--- config.mk ---
export PLATFORM = sky130hd
export DESIGN_NAME = tmr_timer01_ctrl
export DESIGN_NICKNAME = d
export VERILOG_FILES = /design/src/design/tmr_pkg.sv /design/src/design/tmr_timer01_ctrl.sv
export SDC_FILE = /design/constraint.sdc
export NUM_CORES = 1
export LEC_CHECK = 0
export ABC_CLOCK_PERIOD_IN_PS = 3100
export BUFFER_PORTS_ARGS = -buffer_cell sky130_fd_sc_hd__buf_2
export CAP_MARGIN = 20
export CORE_ASPECT_RATIO = 1.5
export CORE_MARGIN = 2
export CORE_UTILIZATION = 55
export CTS_CLUSTER_SIZE = 16
export DETAILED_ROUTE_END_ITERATION = 7
export PLACE_DENSITY = 0.81
export SLEW_MARGIN = 30
export SYNTH_ARGS = -nofsm -noshare
export SYNTH_HDL_FRONTEND = slang
export SYNTH_SLANG_ARGS = --single-unit
--- constraint.sdc ---
create_clock -name clk_i -period 3.1 [get_ports clk_i]
set_input_delay 0.465 -clock clk_i [delete_from_list [all_inputs] [get_ports clk_i]]
set_output_delay 0.465 -clock clk_i [all_outputs]
set_load 0.005 [all_outputs]
--- src/design/tmr_pkg.sv ---
// constants and types for the timer 0/1 mode and control block
package tmr_pkg;

    // register indices; byte address on the bus is four times the index
    localparam logic [7:0] IDX_TCTRL = 8'h88;
    localparam logic [7:0] IDX_TMODE = 8'h89;
    localparam logic [7:0] IDX_TL0 = 8'h8A;
    localparam logic [7:0] IDX_TL1 = 8'h8B;
    localparam logic [7:0] IDX_TH0 = 8'h8C;
    localparam logic [7:0] IDX_TH1 = 8'h8D;
    localparam logic [7:0] IDX_IRQ_STAT = 8'h90;
    localparam logic [7:0] IDX_IRQ_MASK = 8'h91;

    // reset values
    localparam logic [7:0] TCTRL_RST = 8'h00;
    localparam logic [7:0] TMODE_RST = 8'h00;
    localparam logic [7:0] DATA_RST = 8'h00;
    localparam logic [2:0] IRQ_RST = 3'h0;

    // timer_run_flag_control fields
    localparam int TC_T1_OVF = 7;
    localparam int TC_T1_RUN = 6;
    localparam int TC_T0_OVF = 5;
    localparam int TC_T0_RUN = 4;
    localparam int TC_IRQB_FLAG = 3;
    localparam int TC_IRQB_TRIG = 2;

    // timer_mode_config fields
    localparam int TM_T0_GATE = 3;
    localparam int TM_T0_CNT_SEL = 2;
    localparam int TM_T0_MODE_LSB = 0;

    // interrupt status and mask fields
    localparam int ST_T0_OVF = 0;
    localparam int ST_T1_OVF = 1;
    localparam int ST_IRQB = 2;

    // prescaler width in the prescaled mode
    localparam int PRESCALE_W = 5;

    typedef enum logic [1:0] {
        MODE_PRESCALE = 2'b00,
        MODE_CASCADE = 2'b01,
        MODE_RELOAD = 2'b10,
        MODE_SPLIT = 2'b11
    } tmr_mode_e;

endpackage

--- src/design/tmr_timer01_ctrl.sv ---
// timer 0/1 mode, run and flag control with an avalon-mm register slave
//
// Overview of operation
// - select bit picks count pin or clock
// - mode 00: high byte behind 5-bit prescaler
// - mode 01: bytes cascade into 16-bit counter
// - mode 10: low byte reloads from high byte
// - mode 11: split bytes, high uses timer 1 bits
// - timer 1 overflow sets flag except in mode 11, vector clears it
// - timer 1 counts while run bit set, and always in mode 11
// - timer 0 overflow sets flag, vector clears it
// - timer 0 counts only while run bit set, except its high byte in mode 11
// - irq b flag set by edge or level
// - edge flag cleared by vector; level follows pin
// - gate bit also needs irq a pin high
// - trigger bit set means falling edge detection
//
// Decided for this implementation: register access over Avalon-MM.
`timescale 1ns/1ns
`default_nettype none

module tmr_timer01_ctrl
    import tmr_pkg::*;
#(
    parameter int ADDR_W = 10
)
(
    // clock and reset
    input wire logic clk_i,
    input wire logic srst_i,
    // avalon-mm slave
    input wire logic [ADDR_W-1:0] avs_address_i,
    input wire logic avs_read_i,
    input wire logic avs_write_i,
    input wire logic [31:0] avs_writedata_i,
    input wire logic [3:0] avs_byteenable_i,
    output logic [31:0] avs_readdata_o,
    output logic avs_waitrequest_o,
    // external pins
    input wire logic timer0_count_pin_i,
    input wire logic ext_irq_a_pin_i,
    input wire logic ext_irq_b_pin_i,
    // core vectoring acknowledges
    input wire logic vec_t0_ack_i,
    input wire logic vec_t1_ack_i,
    input wire logic vec_irq_b_ack_i,
    // interrupt
    output logic irq_o
);

    initial
    begin
        if (ADDR_W < 10)
            $error("ADDR_W must be at least 10");
    end

    typedef struct packed {
        logic [7:0] tctrl;
        logic [7:0] tmode;
        logic [7:0] tl0;
        logic [7:0] th0;
        logic [7:0] tl1;
        logic [7:0] th1;
        logic cnt_q;
        logic irqb_q;
        logic [2:0] stat;
        logic [2:0] mask;
        logic waitreq;
        logic [31:0] rdata;
        logic irq;
    } tmr_state_s;

    localparam tmr_state_s ST_RESET = '{
        tctrl: TCTRL_RST, tmode: TMODE_RST,
        tl0: DATA_RST, th0: DATA_RST, tl1: DATA_RST, th1: DATA_RST,
        cnt_q: 1'b0, irqb_q: 1'b0, stat: IRQ_RST, mask: IRQ_RST,
        waitreq: 1'b1, rdata: 32'h0000_0000, irq: 1'b0};

    tmr_state_s st;
    tmr_state_s next_st;

    // byte increment, carry in bit 8
    function automatic logic [8:0] inc8(input logic [7:0] v);
        inc8 = {1'b0, v} + 9'h001;
    endfunction

    logic [7:0] idx;
    logic aligned;
    logic wr_fire;
    logic rd_fire;
    logic wr_lo;
    tmr_mode_e mode0;
    logic t0_en;
    logic cnt_fall;
    logic irqb_fall;
    logic t0_tick;

    assign idx = avs_address_i[9:2];
    assign aligned = (avs_address_i[1:0] == 2'b00)
        && ((avs_address_i >> 10) == '0);
    // access completes only at the edge where waitrequest is low
    assign wr_fire = avs_write_i && !st.waitreq && aligned;
    assign rd_fire = avs_read_i && !st.waitreq && aligned;
    assign wr_lo = wr_fire && avs_byteenable_i[0];
    assign mode0 = tmr_mode_e'(st.tmode[TM_T0_MODE_LSB +: 2]);
    // gated run: run bit, and irq a pin high when gate bit set
    assign t0_en = st.tctrl[TC_T0_RUN]
        && (!st.tmode[TM_T0_GATE] || ext_irq_a_pin_i);
    // one sample per machine cycle; single-cycle core so every clock
    assign cnt_fall = st.cnt_q && !timer0_count_pin_i;
    assign irqb_fall = st.irqb_q && !ext_irq_b_pin_i;
    assign t0_tick = t0_en
        && (st.tmode[TM_T0_CNT_SEL] ? cnt_fall : 1'b1);

    always_comb
    begin
        logic [8:0] s_lo;
        logic [8:0] s_hi;
        logic [5:0] s_pre;
        logic t0_ovf;
        logic t1_ovf;
        logic t1_en;
        logic irqb_set;
        next_st = st;
        s_lo = 9'h000;
        s_hi = 9'h000;
        s_pre = 6'h00;
        t0_ovf = 1'b0;
        t1_ovf = 1'b0;
        t1_en = 1'b0;
        irqb_set = 1'b0;
        next_st.cnt_q = timer0_count_pin_i;
        next_st.irqb_q = ext_irq_b_pin_i;

        // timer 0 counting
        case (mode0)
            MODE_PRESCALE:
            begin
                if (t0_tick)
                begin
                    s_pre = {1'b0, st.tl0[PRESCALE_W-1:0]} + 6'h01;
                    next_st.tl0[PRESCALE_W-1:0] = s_pre[PRESCALE_W-1:0];
                    if (s_pre[PRESCALE_W])
                    begin
                        s_hi = inc8(st.th0);
                        next_st.th0 = s_hi[7:0];
                        t0_ovf = s_hi[8];
                    end
                end
            end
            MODE_CASCADE:
            begin
                if (t0_tick)
                begin
                    s_lo = inc8(st.tl0);
                    next_st.tl0 = s_lo[7:0];
                    if (s_lo[8])
                    begin
                        s_hi = inc8(st.th0);
                        next_st.th0 = s_hi[7:0];
                        t0_ovf = s_hi[8];
                    end
                end
            end
            MODE_RELOAD:
            begin
                if (t0_tick)
                begin
                    s_lo = inc8(st.tl0);
                    next_st.tl0 = s_lo[8] ? st.th0 : s_lo[7:0];
                    t0_ovf = s_lo[8];
                end
            end
            MODE_SPLIT:
            begin
                if (t0_tick)
                begin
                    s_lo = inc8(st.tl0);
                    next_st.tl0 = s_lo[7:0];
                    t0_ovf = s_lo[8];
                end
                // high byte counts clocks on the timer 1 run bit
                if (st.tctrl[TC_T1_RUN])
                begin
                    s_hi = inc8(st.th0);
                    next_st.th0 = s_hi[7:0];
                    t1_ovf = s_hi[8];
                end
            end
            default: next_st.tl0 = st.tl0;
        endcase

        // timer 1: fixed 16-bit clock count; keeps running without its
        // flag while timer 0 is split, so it stays usable as a tick source
        t1_en = (mode0 == MODE_SPLIT) || st.tctrl[TC_T1_RUN];
        if (t1_en)
        begin
            s_lo = inc8(st.tl1);
            next_st.tl1 = s_lo[7:0];
            if (s_lo[8])
            begin
                s_hi = inc8(st.th1);
                next_st.th1 = s_hi[7:0];
                if (mode0 != MODE_SPLIT)
                    t1_ovf = s_hi[8];
            end
        end

        // software writes win over counting
        if (wr_lo)
        begin
            case (idx)
                IDX_TCTRL: next_st.tctrl = avs_writedata_i[7:0];
                IDX_TMODE: next_st.tmode = avs_writedata_i[7:0];
                IDX_TL0: next_st.tl0 = avs_writedata_i[7:0];
                IDX_TH0: next_st.th0 = avs_writedata_i[7:0];
                IDX_TL1: next_st.tl1 = avs_writedata_i[7:0];
                IDX_TH1: next_st.th1 = avs_writedata_i[7:0];
                IDX_IRQ_MASK: next_st.mask = avs_writedata_i[2:0];
                default: next_st.mask = next_st.mask;
            endcase
        end

        // overflow flags: vector clears, a same-cycle overflow wins
        if (vec_t0_ack_i)
            next_st.tctrl[TC_T0_OVF] = 1'b0;
        if (t0_ovf)
            next_st.tctrl[TC_T0_OVF] = 1'b1;
        if (vec_t1_ack_i)
            next_st.tctrl[TC_T1_OVF] = 1'b0;
        if (t1_ovf)
            next_st.tctrl[TC_T1_OVF] = 1'b1;

        // irq b request flag
        if (st.tctrl[TC_IRQB_TRIG])
        begin
            if (vec_irq_b_ack_i)
                next_st.tctrl[TC_IRQB_FLAG] = 1'b0;
            if (irqb_fall)
            begin
                next_st.tctrl[TC_IRQB_FLAG] = 1'b1;
                irqb_set = 1'b1;
            end
        end
        else
        begin
            // level mode: the source owns the flag, no latching
            next_st.tctrl[TC_IRQB_FLAG] = !ext_irq_b_pin_i;
            irqb_set = !ext_irq_b_pin_i && !st.tctrl[TC_IRQB_FLAG];
        end

        // sticky status: read clears only the bits it reported, so an
        // event landing during the wait cycle is not lost
        if (rd_fire && idx == IDX_IRQ_STAT)
            next_st.stat = st.stat & ~st.rdata[2:0];
        if (t0_ovf)
            next_st.stat[ST_T0_OVF] = 1'b1;
        if (t1_ovf)
            next_st.stat[ST_T1_OVF] = 1'b1;
        if (irqb_set)
            next_st.stat[ST_IRQB] = 1'b1;
        next_st.irq = |(next_st.stat & next_st.mask);

        // one wait cycle per access; data loaded as waitrequest drops
        next_st.waitreq = !((avs_read_i || avs_write_i) && st.waitreq);
        if (avs_read_i && st.waitreq)
        begin
            next_st.rdata = 32'h0000_0000;
            if (aligned)
            begin
                case (idx)
                    IDX_TCTRL: next_st.rdata[7:0] = st.tctrl;
                    IDX_TMODE: next_st.rdata[7:0] = st.tmode;
                    IDX_TL0: next_st.rdata[7:0] = st.tl0;
                    IDX_TH0: next_st.rdata[7:0] = st.th0;
                    IDX_TL1: next_st.rdata[7:0] = st.tl1;
                    IDX_TH1: next_st.rdata[7:0] = st.th1;
                    IDX_IRQ_STAT: next_st.rdata[2:0] = st.stat;
                    IDX_IRQ_MASK: next_st.rdata[2:0] = st.mask;
                    default: next_st.rdata = 32'h0000_0000;
                endcase
            end
        end
    end

    always_ff @(posedge clk_i)
    begin
        if (srst_i)
        begin
            st <= ST_RESET;
        end
        else
        begin
            st <= next_st;
        end
    end

    assign avs_readdata_o = st.rdata;
    assign avs_waitrequest_o = st.waitreq;
    assign irq_o = st.irq;

    logic no_wr_t0;
    assign no_wr_t0 = !(wr_lo && (idx == IDX_TL0 || idx == IDX_TH0
        || idx == IDX_TMODE || idx == IDX_TCTRL));
endmodule

`default_nettype wire

==> impl_metrics.ini, run 1 <==
[outcome]
status = finished, final reports clean

[sta]
slew_viol_final = 0
hold_violations = 0
finClkSkew_ps = 10.5
layout_worst_path_cycle_share_pct = 72.8
fmax_mhz = 443
fin_setup_tns_ps = 0
setup_viol = 0
period_needed_ps = 2260
slew_headroom_pct = 56.3
rsz0062_at_grt = no
worst_pin_slew_ps = 654

[cts]
cts_hold_buf = 0
ctsRootBufferMaster = clkbuf_8
clk_path_buf_depth = 2
postCtsSetupRepairBufs = 0
cts_resized = 0
htreeDepth = 3
clk_pin_slew_ps = 70
clock_sinks = 66
cts_buffers = 9
cts_tree = built
insertion_delay_ps = 360

[power_and_ir_drop]
power.leakage_uw = 0.00169
power_density_nw_per_um2 = 409
vdd_ir_drop_max_mv = 0.308

[detailed_routing]
drt-total-wl_mm = 11.4
vias = 3822
via_per_inst = 6.19
first_pass_iters = 5
wl_per_cell_um = 18.4
drt_iter0_drc = 333
drc = 0
ant_nets = 0

[final_layout]
utilization_pct = 60.4
layout_commonest_cell = nor2_1
final_layout_size_suffix_gt1_share_pct = 15.1
antenna_cells = 0
final_cell_mix = nor2_1 (72), dfxtp_1 (66), buf_2 (39)
design_area_um2 = 4360
nFillCells = 676
area_growth_pct = 7.09
finalNetCount = 573

[logic_synthesis]
async_reset_ff_share_pct = 0
synth_cells = 496
ys_warn_count = 0
synth_top_area_cell = dfxtp_1
ys_seq_area_share_pct = 32.4
synthTopCellsByArea = dfxtp_1 (32%), mux2i_1 (7.6%), nor2_1 (6.6%)
yosysUniqueCellTypes = 59
ys_seq_elements = 66
synth-edff-count = 0
syn-cell-area_um2 = 4070
avgSynthCellArea_um2 = 8.21
synth_top_area_share_pct = 32.4
synth-main-ff-cell = dfxtp_1

[global_route]
grt_max_degree = 48
grt_pass1_wl_mm = 18.0
grt_pass1_vias = 3616
grt_overflow = 0
antenna_found_initial = 0
gr-usage-all-layers_pct = 29.5

[worst_setup_path]
crit_slowest_cell = nand4_1
critPathLaunchType = primary input
critPathKind = in -> reg
required_ps = 3320
crit_fanout = 14
crit_chain = buf_2, or3b_1, nor3_2, nand4_1, o21ai_0, a31oi_1
endpoint_kind = flip-flop
arrival_ps = 2470
max_stage_delay_ps = 570
cp_num_buf_inv = 1
critPathTopFamily = simple AND/OR/NAND/NOR gates

[die]
die_width_um = 74.3
dieArea_um2 = 8130
die_h_um = 109
rows = 38
start_util_pct = 56.4
fp.coreArea_um2 = 7230
pin_count = 90

[place]
dpl.hpwl_mm = 8.24
io_buffers = 38
gp_congestion = 0.949
postPlaceCellArea_um2 = 4140

[run]
drv_cap = 0

[min_path]
hold_class = in -> reg
[logic make-up after synthesis]
kind of cell	share of synthesized area (%)
buffers and inverters	9.83
adders and majority gates	1.23
and+or+nand+nor	22.3
muxes	9.28
DFF	32.4
other	0.0920
xor gates and xnor gates	4.51
AOI/OAI and AO/OA	20.4
[metrics by stage]
step | instances | hold WS (ps) | setup WS (ps) | power [µW]
floorplan | 519 | 427 | 718 | 953
global placement | 601 | 420 | 578 | 976
detailed placement | 601 | 433 | 534 | 977
CTS | 616 | 340 | 883 | 1770
global route | 617 | 362 | 625 | 1820
finish | 617 | 340 | 844 | 1780
[where the power goes]
| part | internal, µW | total, µW | switching [µW] |
|---|---|---|---|
| logic | 30.0 | 107 | 77.0 |
| clock network | 493 | 822 | 329 |
| registers | 852 | 854 | 2.25 |
| total | 1380 | 1780 | 408 |
[final timing paths]
check	to	depth (start not counted)	slack, ps	from
setup / recovery	st[61]	6	840	avs_address_i[7]
hold / removal	st[41]	2	340	timer0_count_pin_i
setup reg to reg	st[49]	7	850	mode0[0]
hold reg to reg	avs_waitrequest_o	1	450	avs_waitrequest_o
[state kept, by name, indices dropped and copies added (netlist names)]
name,cells
avs_readdata_o,8
st,54
irq_o,1
mode0,2
avs_waitrequest_o,1
[per-layer routing]
layer	up-vias	track usage, %	share of wire [%]
met5	-	0	0
met4	0	15.4	4.2
met3	50	5.68	7.1
met2	194	50.6	50
met1	1797	34.2	39
li1	1781	-	-
[layout make-up]
class                           instances  area (µm²)  share of cell area, %
Clock inverter                          2        60.1                   1.38
Multi-Input combinational cell        384        2440                   55.9
Tap cell                              100         125                   2.87
Timing Repair Buffer                   43         225                   5.16
Sequential cell                        66        1320                   30.3
Clock buffer                           13         159                   3.64
Inverter                                9        33.8                  0.774
[Yosys cell counts, drive strengths merged, types with 2 or more instances]
| cell | number |
|---|---|
| xor2 | 6 |
| ha | 4 |
| a221oi | 8 |
| o221a | 5 |
| o211ai | 3 |
| clkbuf | 17 |
| nand2b | 3 |
| nand3 | 19 |
| o21a | 2 |
| mux2 | 4 |
| a2bb2oi | 3 |
| a211oi | 28 |
| buf | 43 |
| nand4 | 8 |
| o31ai | 2 |
| and2 | 4 |
| a31oi | 8 |
| inv | 9 |
| and3 | 9 |
| nor2 | 72 |
| nor3 | 11 |
| mux2i | 31 |
| nand2 | 38 |
| nor2b | 7 |
| dfxtp | 66 |
| o221ai | 3 |
| or3 | 4 |
| nand3b | 2 |
| a22oi | 8 |
| xnor2 | 15 |
| a31o | 2 |
| and4 | 4 |
| a21oi | 19 |
| o21ai | 13 |
No activity file was read; power rests on OpenSTA's default activity.
==> run 2, diff against run 1 <==
--- a/config.mk
+++ b/config.mk
@@ -5,15 +5,15 @@
 export SDC_FILE = /design/constraint.sdc
 export NUM_CORES = 1
 export LEC_CHECK = 0
-export ABC_CLOCK_PERIOD_IN_PS = 3100
+export ABC_CLOCK_PERIOD_IN_PS = 1800
 export BUFFER_PORTS_ARGS = -buffer_cell sky130_fd_sc_hd__buf_2
 export CAP_MARGIN = 20
 export CORE_ASPECT_RATIO = 1.5
 export CORE_MARGIN = 2
-export CORE_UTILIZATION = 55
+export CORE_UTILIZATION = 50
 export CTS_CLUSTER_SIZE = 16
 export DETAILED_ROUTE_END_ITERATION = 7
-export PLACE_DENSITY = 0.81
+export PLACE_DENSITY = 0.77
 export SLEW_MARGIN = 30
 export SYNTH_ARGS = -nofsm -noshare
 export SYNTH_HDL_FRONTEND = slang
==> constraint.sdc (replaced) <==
create_clock -name clk_i -period 1.8 [get_ports clk_i]
set_input_delay 0.27 -clock clk_i [delete_from_list [all_inputs] [get_ports clk_i]]
set_output_delay 0.27 -clock clk_i [all_outputs]
set_load 0.005 [all_outputs]
==> run 2 against run 1 <==
Total power rose by 93%. Sequential cell count did not move. Register-to-register slack got worse by 850 ps. Non-clock buffer count rose by 70. Via count rose by 9.6%. Sequential power rose by 72%. The flow now finishes with violations (setup timing). Count of clock-buffer cells in the layout fell by 1. Final area rose by 20%. Hold slack got worse by 170 ps. Clock power rose by 110%. Largest power group is now the clock network.
==> impl_metrics.ini, run 2 (synthesis gave the netlist of run 1 again) <==
[final_layout]
area_growth_pct = 28.8
final_layout_size_suffix_gt1_share_pct = 32.9
antenna_cells = 0
utilization_pct = 65.9
regMostFlops = st
layout_commonest_cell = nor2_1
largest_reg_flops = 54
finalNetCount = 645
final_cell_mix = nor2_1 (71), buf_4 (70), dfxtp_1 (53)

[sta]
hold_violations = 0
fin_ws_ps = -0.431
fmax_mhz = 555
layout_worst_path_cycle_share_pct = 100
rsz0062_at_grt = yes
setup_viol = 1
period_needed_ps = 1800
finClkSkew_ps = 6.12
slew_viol_final = 0
hold_slack_ps = 169

[worst_setup_path]
r2r_end = irq_o
rr_worst_depth = 6
max_stage_delay_ps = 380
crit_slowest_cell = dfxtp_2
rr_startpoint = mode0[0]
crit_chain = buf_4, nand3_1, nor2_1, a21oi_1, nand2_1, a221o_1
endpoint_kind = flip-flop
r2r_slack_ps = -0.4
critPathKind = reg -> reg
required_ps = 2020
critPathTopFamily = compound AO/OA/AOI/OAI gates
critPathLaunchType = flip-flop
arrival_ps = 2020
cp_num_buf_inv = 1
crit_fanout = 10

[min_path]
min_path_cells = 2
min_from = ext_irq_b_pin_i
hold_class = in -> reg
hold_path_end = st[40]

[cts]
clk_pin_slew_ps = 60
clock_sinks = 66
cts_tree = built
cts_buffers = 9
clk_path_buf_depth = 2
insertion_delay_ps = 330
htreeDepth = 3
ctsRootBufferMaster = clkbuf_16

[power_and_ir_drop]
power.leakage_uw = 0.00214
power_density_nw_per_um2 = 657
vdd_ir_drop_max_mv = 0.752
total_power_uw = 3450

[die]
start_util_pct = 51.2
dieArea_um2 = 8900
die_h_um = 115
die_width_um = 77.7
rows = 40
fp.coreArea_um2 = 7960
pin_count = 90

[detailed_routing]
ant_nets = 0
wl_per_cell_um = 19.6
drt_iter0_drc = 352
via_per_inst = 6.04
met1_length_mm = 4.88
drt-total-wl_mm = 13.6
dr_wl_met2_mm = 6.88
vias = 4189
drc = 0
route.top_layer_used = met4
dr_wl_met3_um = 904
first_pass_iters = 5

[outcome]
violations = setup timing
status = complete, but fails checks

[global_route]
grt_max_degree = 56
grt_pass1_wl_mm = 20.5
grt_overflow = 0
gr-usage-all-layers_pct = 30.1
grt_pass1_vias = 3946
antenna_found_initial = 0

[run]
drv_cap = 0

[place]
io_buffers = 38
gp_congestion = 1.03
dpl.hpwl_mm = 9.66
==> run 2: cell type report <==
type / instances / area [µm²]
Clock buffer: 12 / 246
Clock inverter: 3 / 40.0
Sequential cell: 66 / 1340
Multi-Input combinational cell: 386 / 2640
Inverter: 9 / 33.8
Tap cell: 105 / 131
Timing Repair Buffer: 113 / 816
Fill cell: 665 / 2710
==> run 2: routing by layer <==
metal  vias to the layer above  GRT usage, %
met2                       210          52.3
met1                      1989          33.0
met5                         -             0
li1                       1929             -
met3                        61          4.18
met4                         0          22.6
==> run 2: where the power goes <==
part / internal, µW / total [µW] / switching [µW]
Sequential: 1470 / 1470 / 4.55
Clock: 1100 / 1720 / 621
Combinational: 94.6 / 257 / 162
Total: 2660 / 3450 / 787
==> run 2: per-stage QoR <==
stage	worst slack, ps	cells	instance area, µm²	TNS, ps
floorplan	-386	519	4220	-2090
global placement	-332	671	4730	-9820
detailed placement	-368	671	4730	-11080
CTS	6.66	689	5090	0
global route	-82.6	694	5250	-474
finish	-0.431	694	5250	-0.431
==> run 2: worst max path at each step <==
| stage | startpoint | endpoint | slack (ps) | cells after the start |
|---|---|---|---|---|
| global placement | avs_address_i[8] | irq_o | -330 | 7 |
| global route | st[71] | st[63] | -80 | 7 |
| finish | mode0[0] | irq_o | -0.4 | 6 |
| CTS | st[66] | st[63] | 7 | 8 |
| floorplan | avs_address_i[8] | irq_o | -390 | 8 |
| detailed placement | avs_address_i[8] | irq_o | -370 | 8 |
==> run 2: what timing repair did <==
item                                    in CTS  in global routing
hold buffers                                 0                  0
endpoints found under the setup margin      22                 41
pin swaps                                    5                 17
gates cloned                                 0                  2
setup buffers                                3                  3
resized for setup                           12                 37
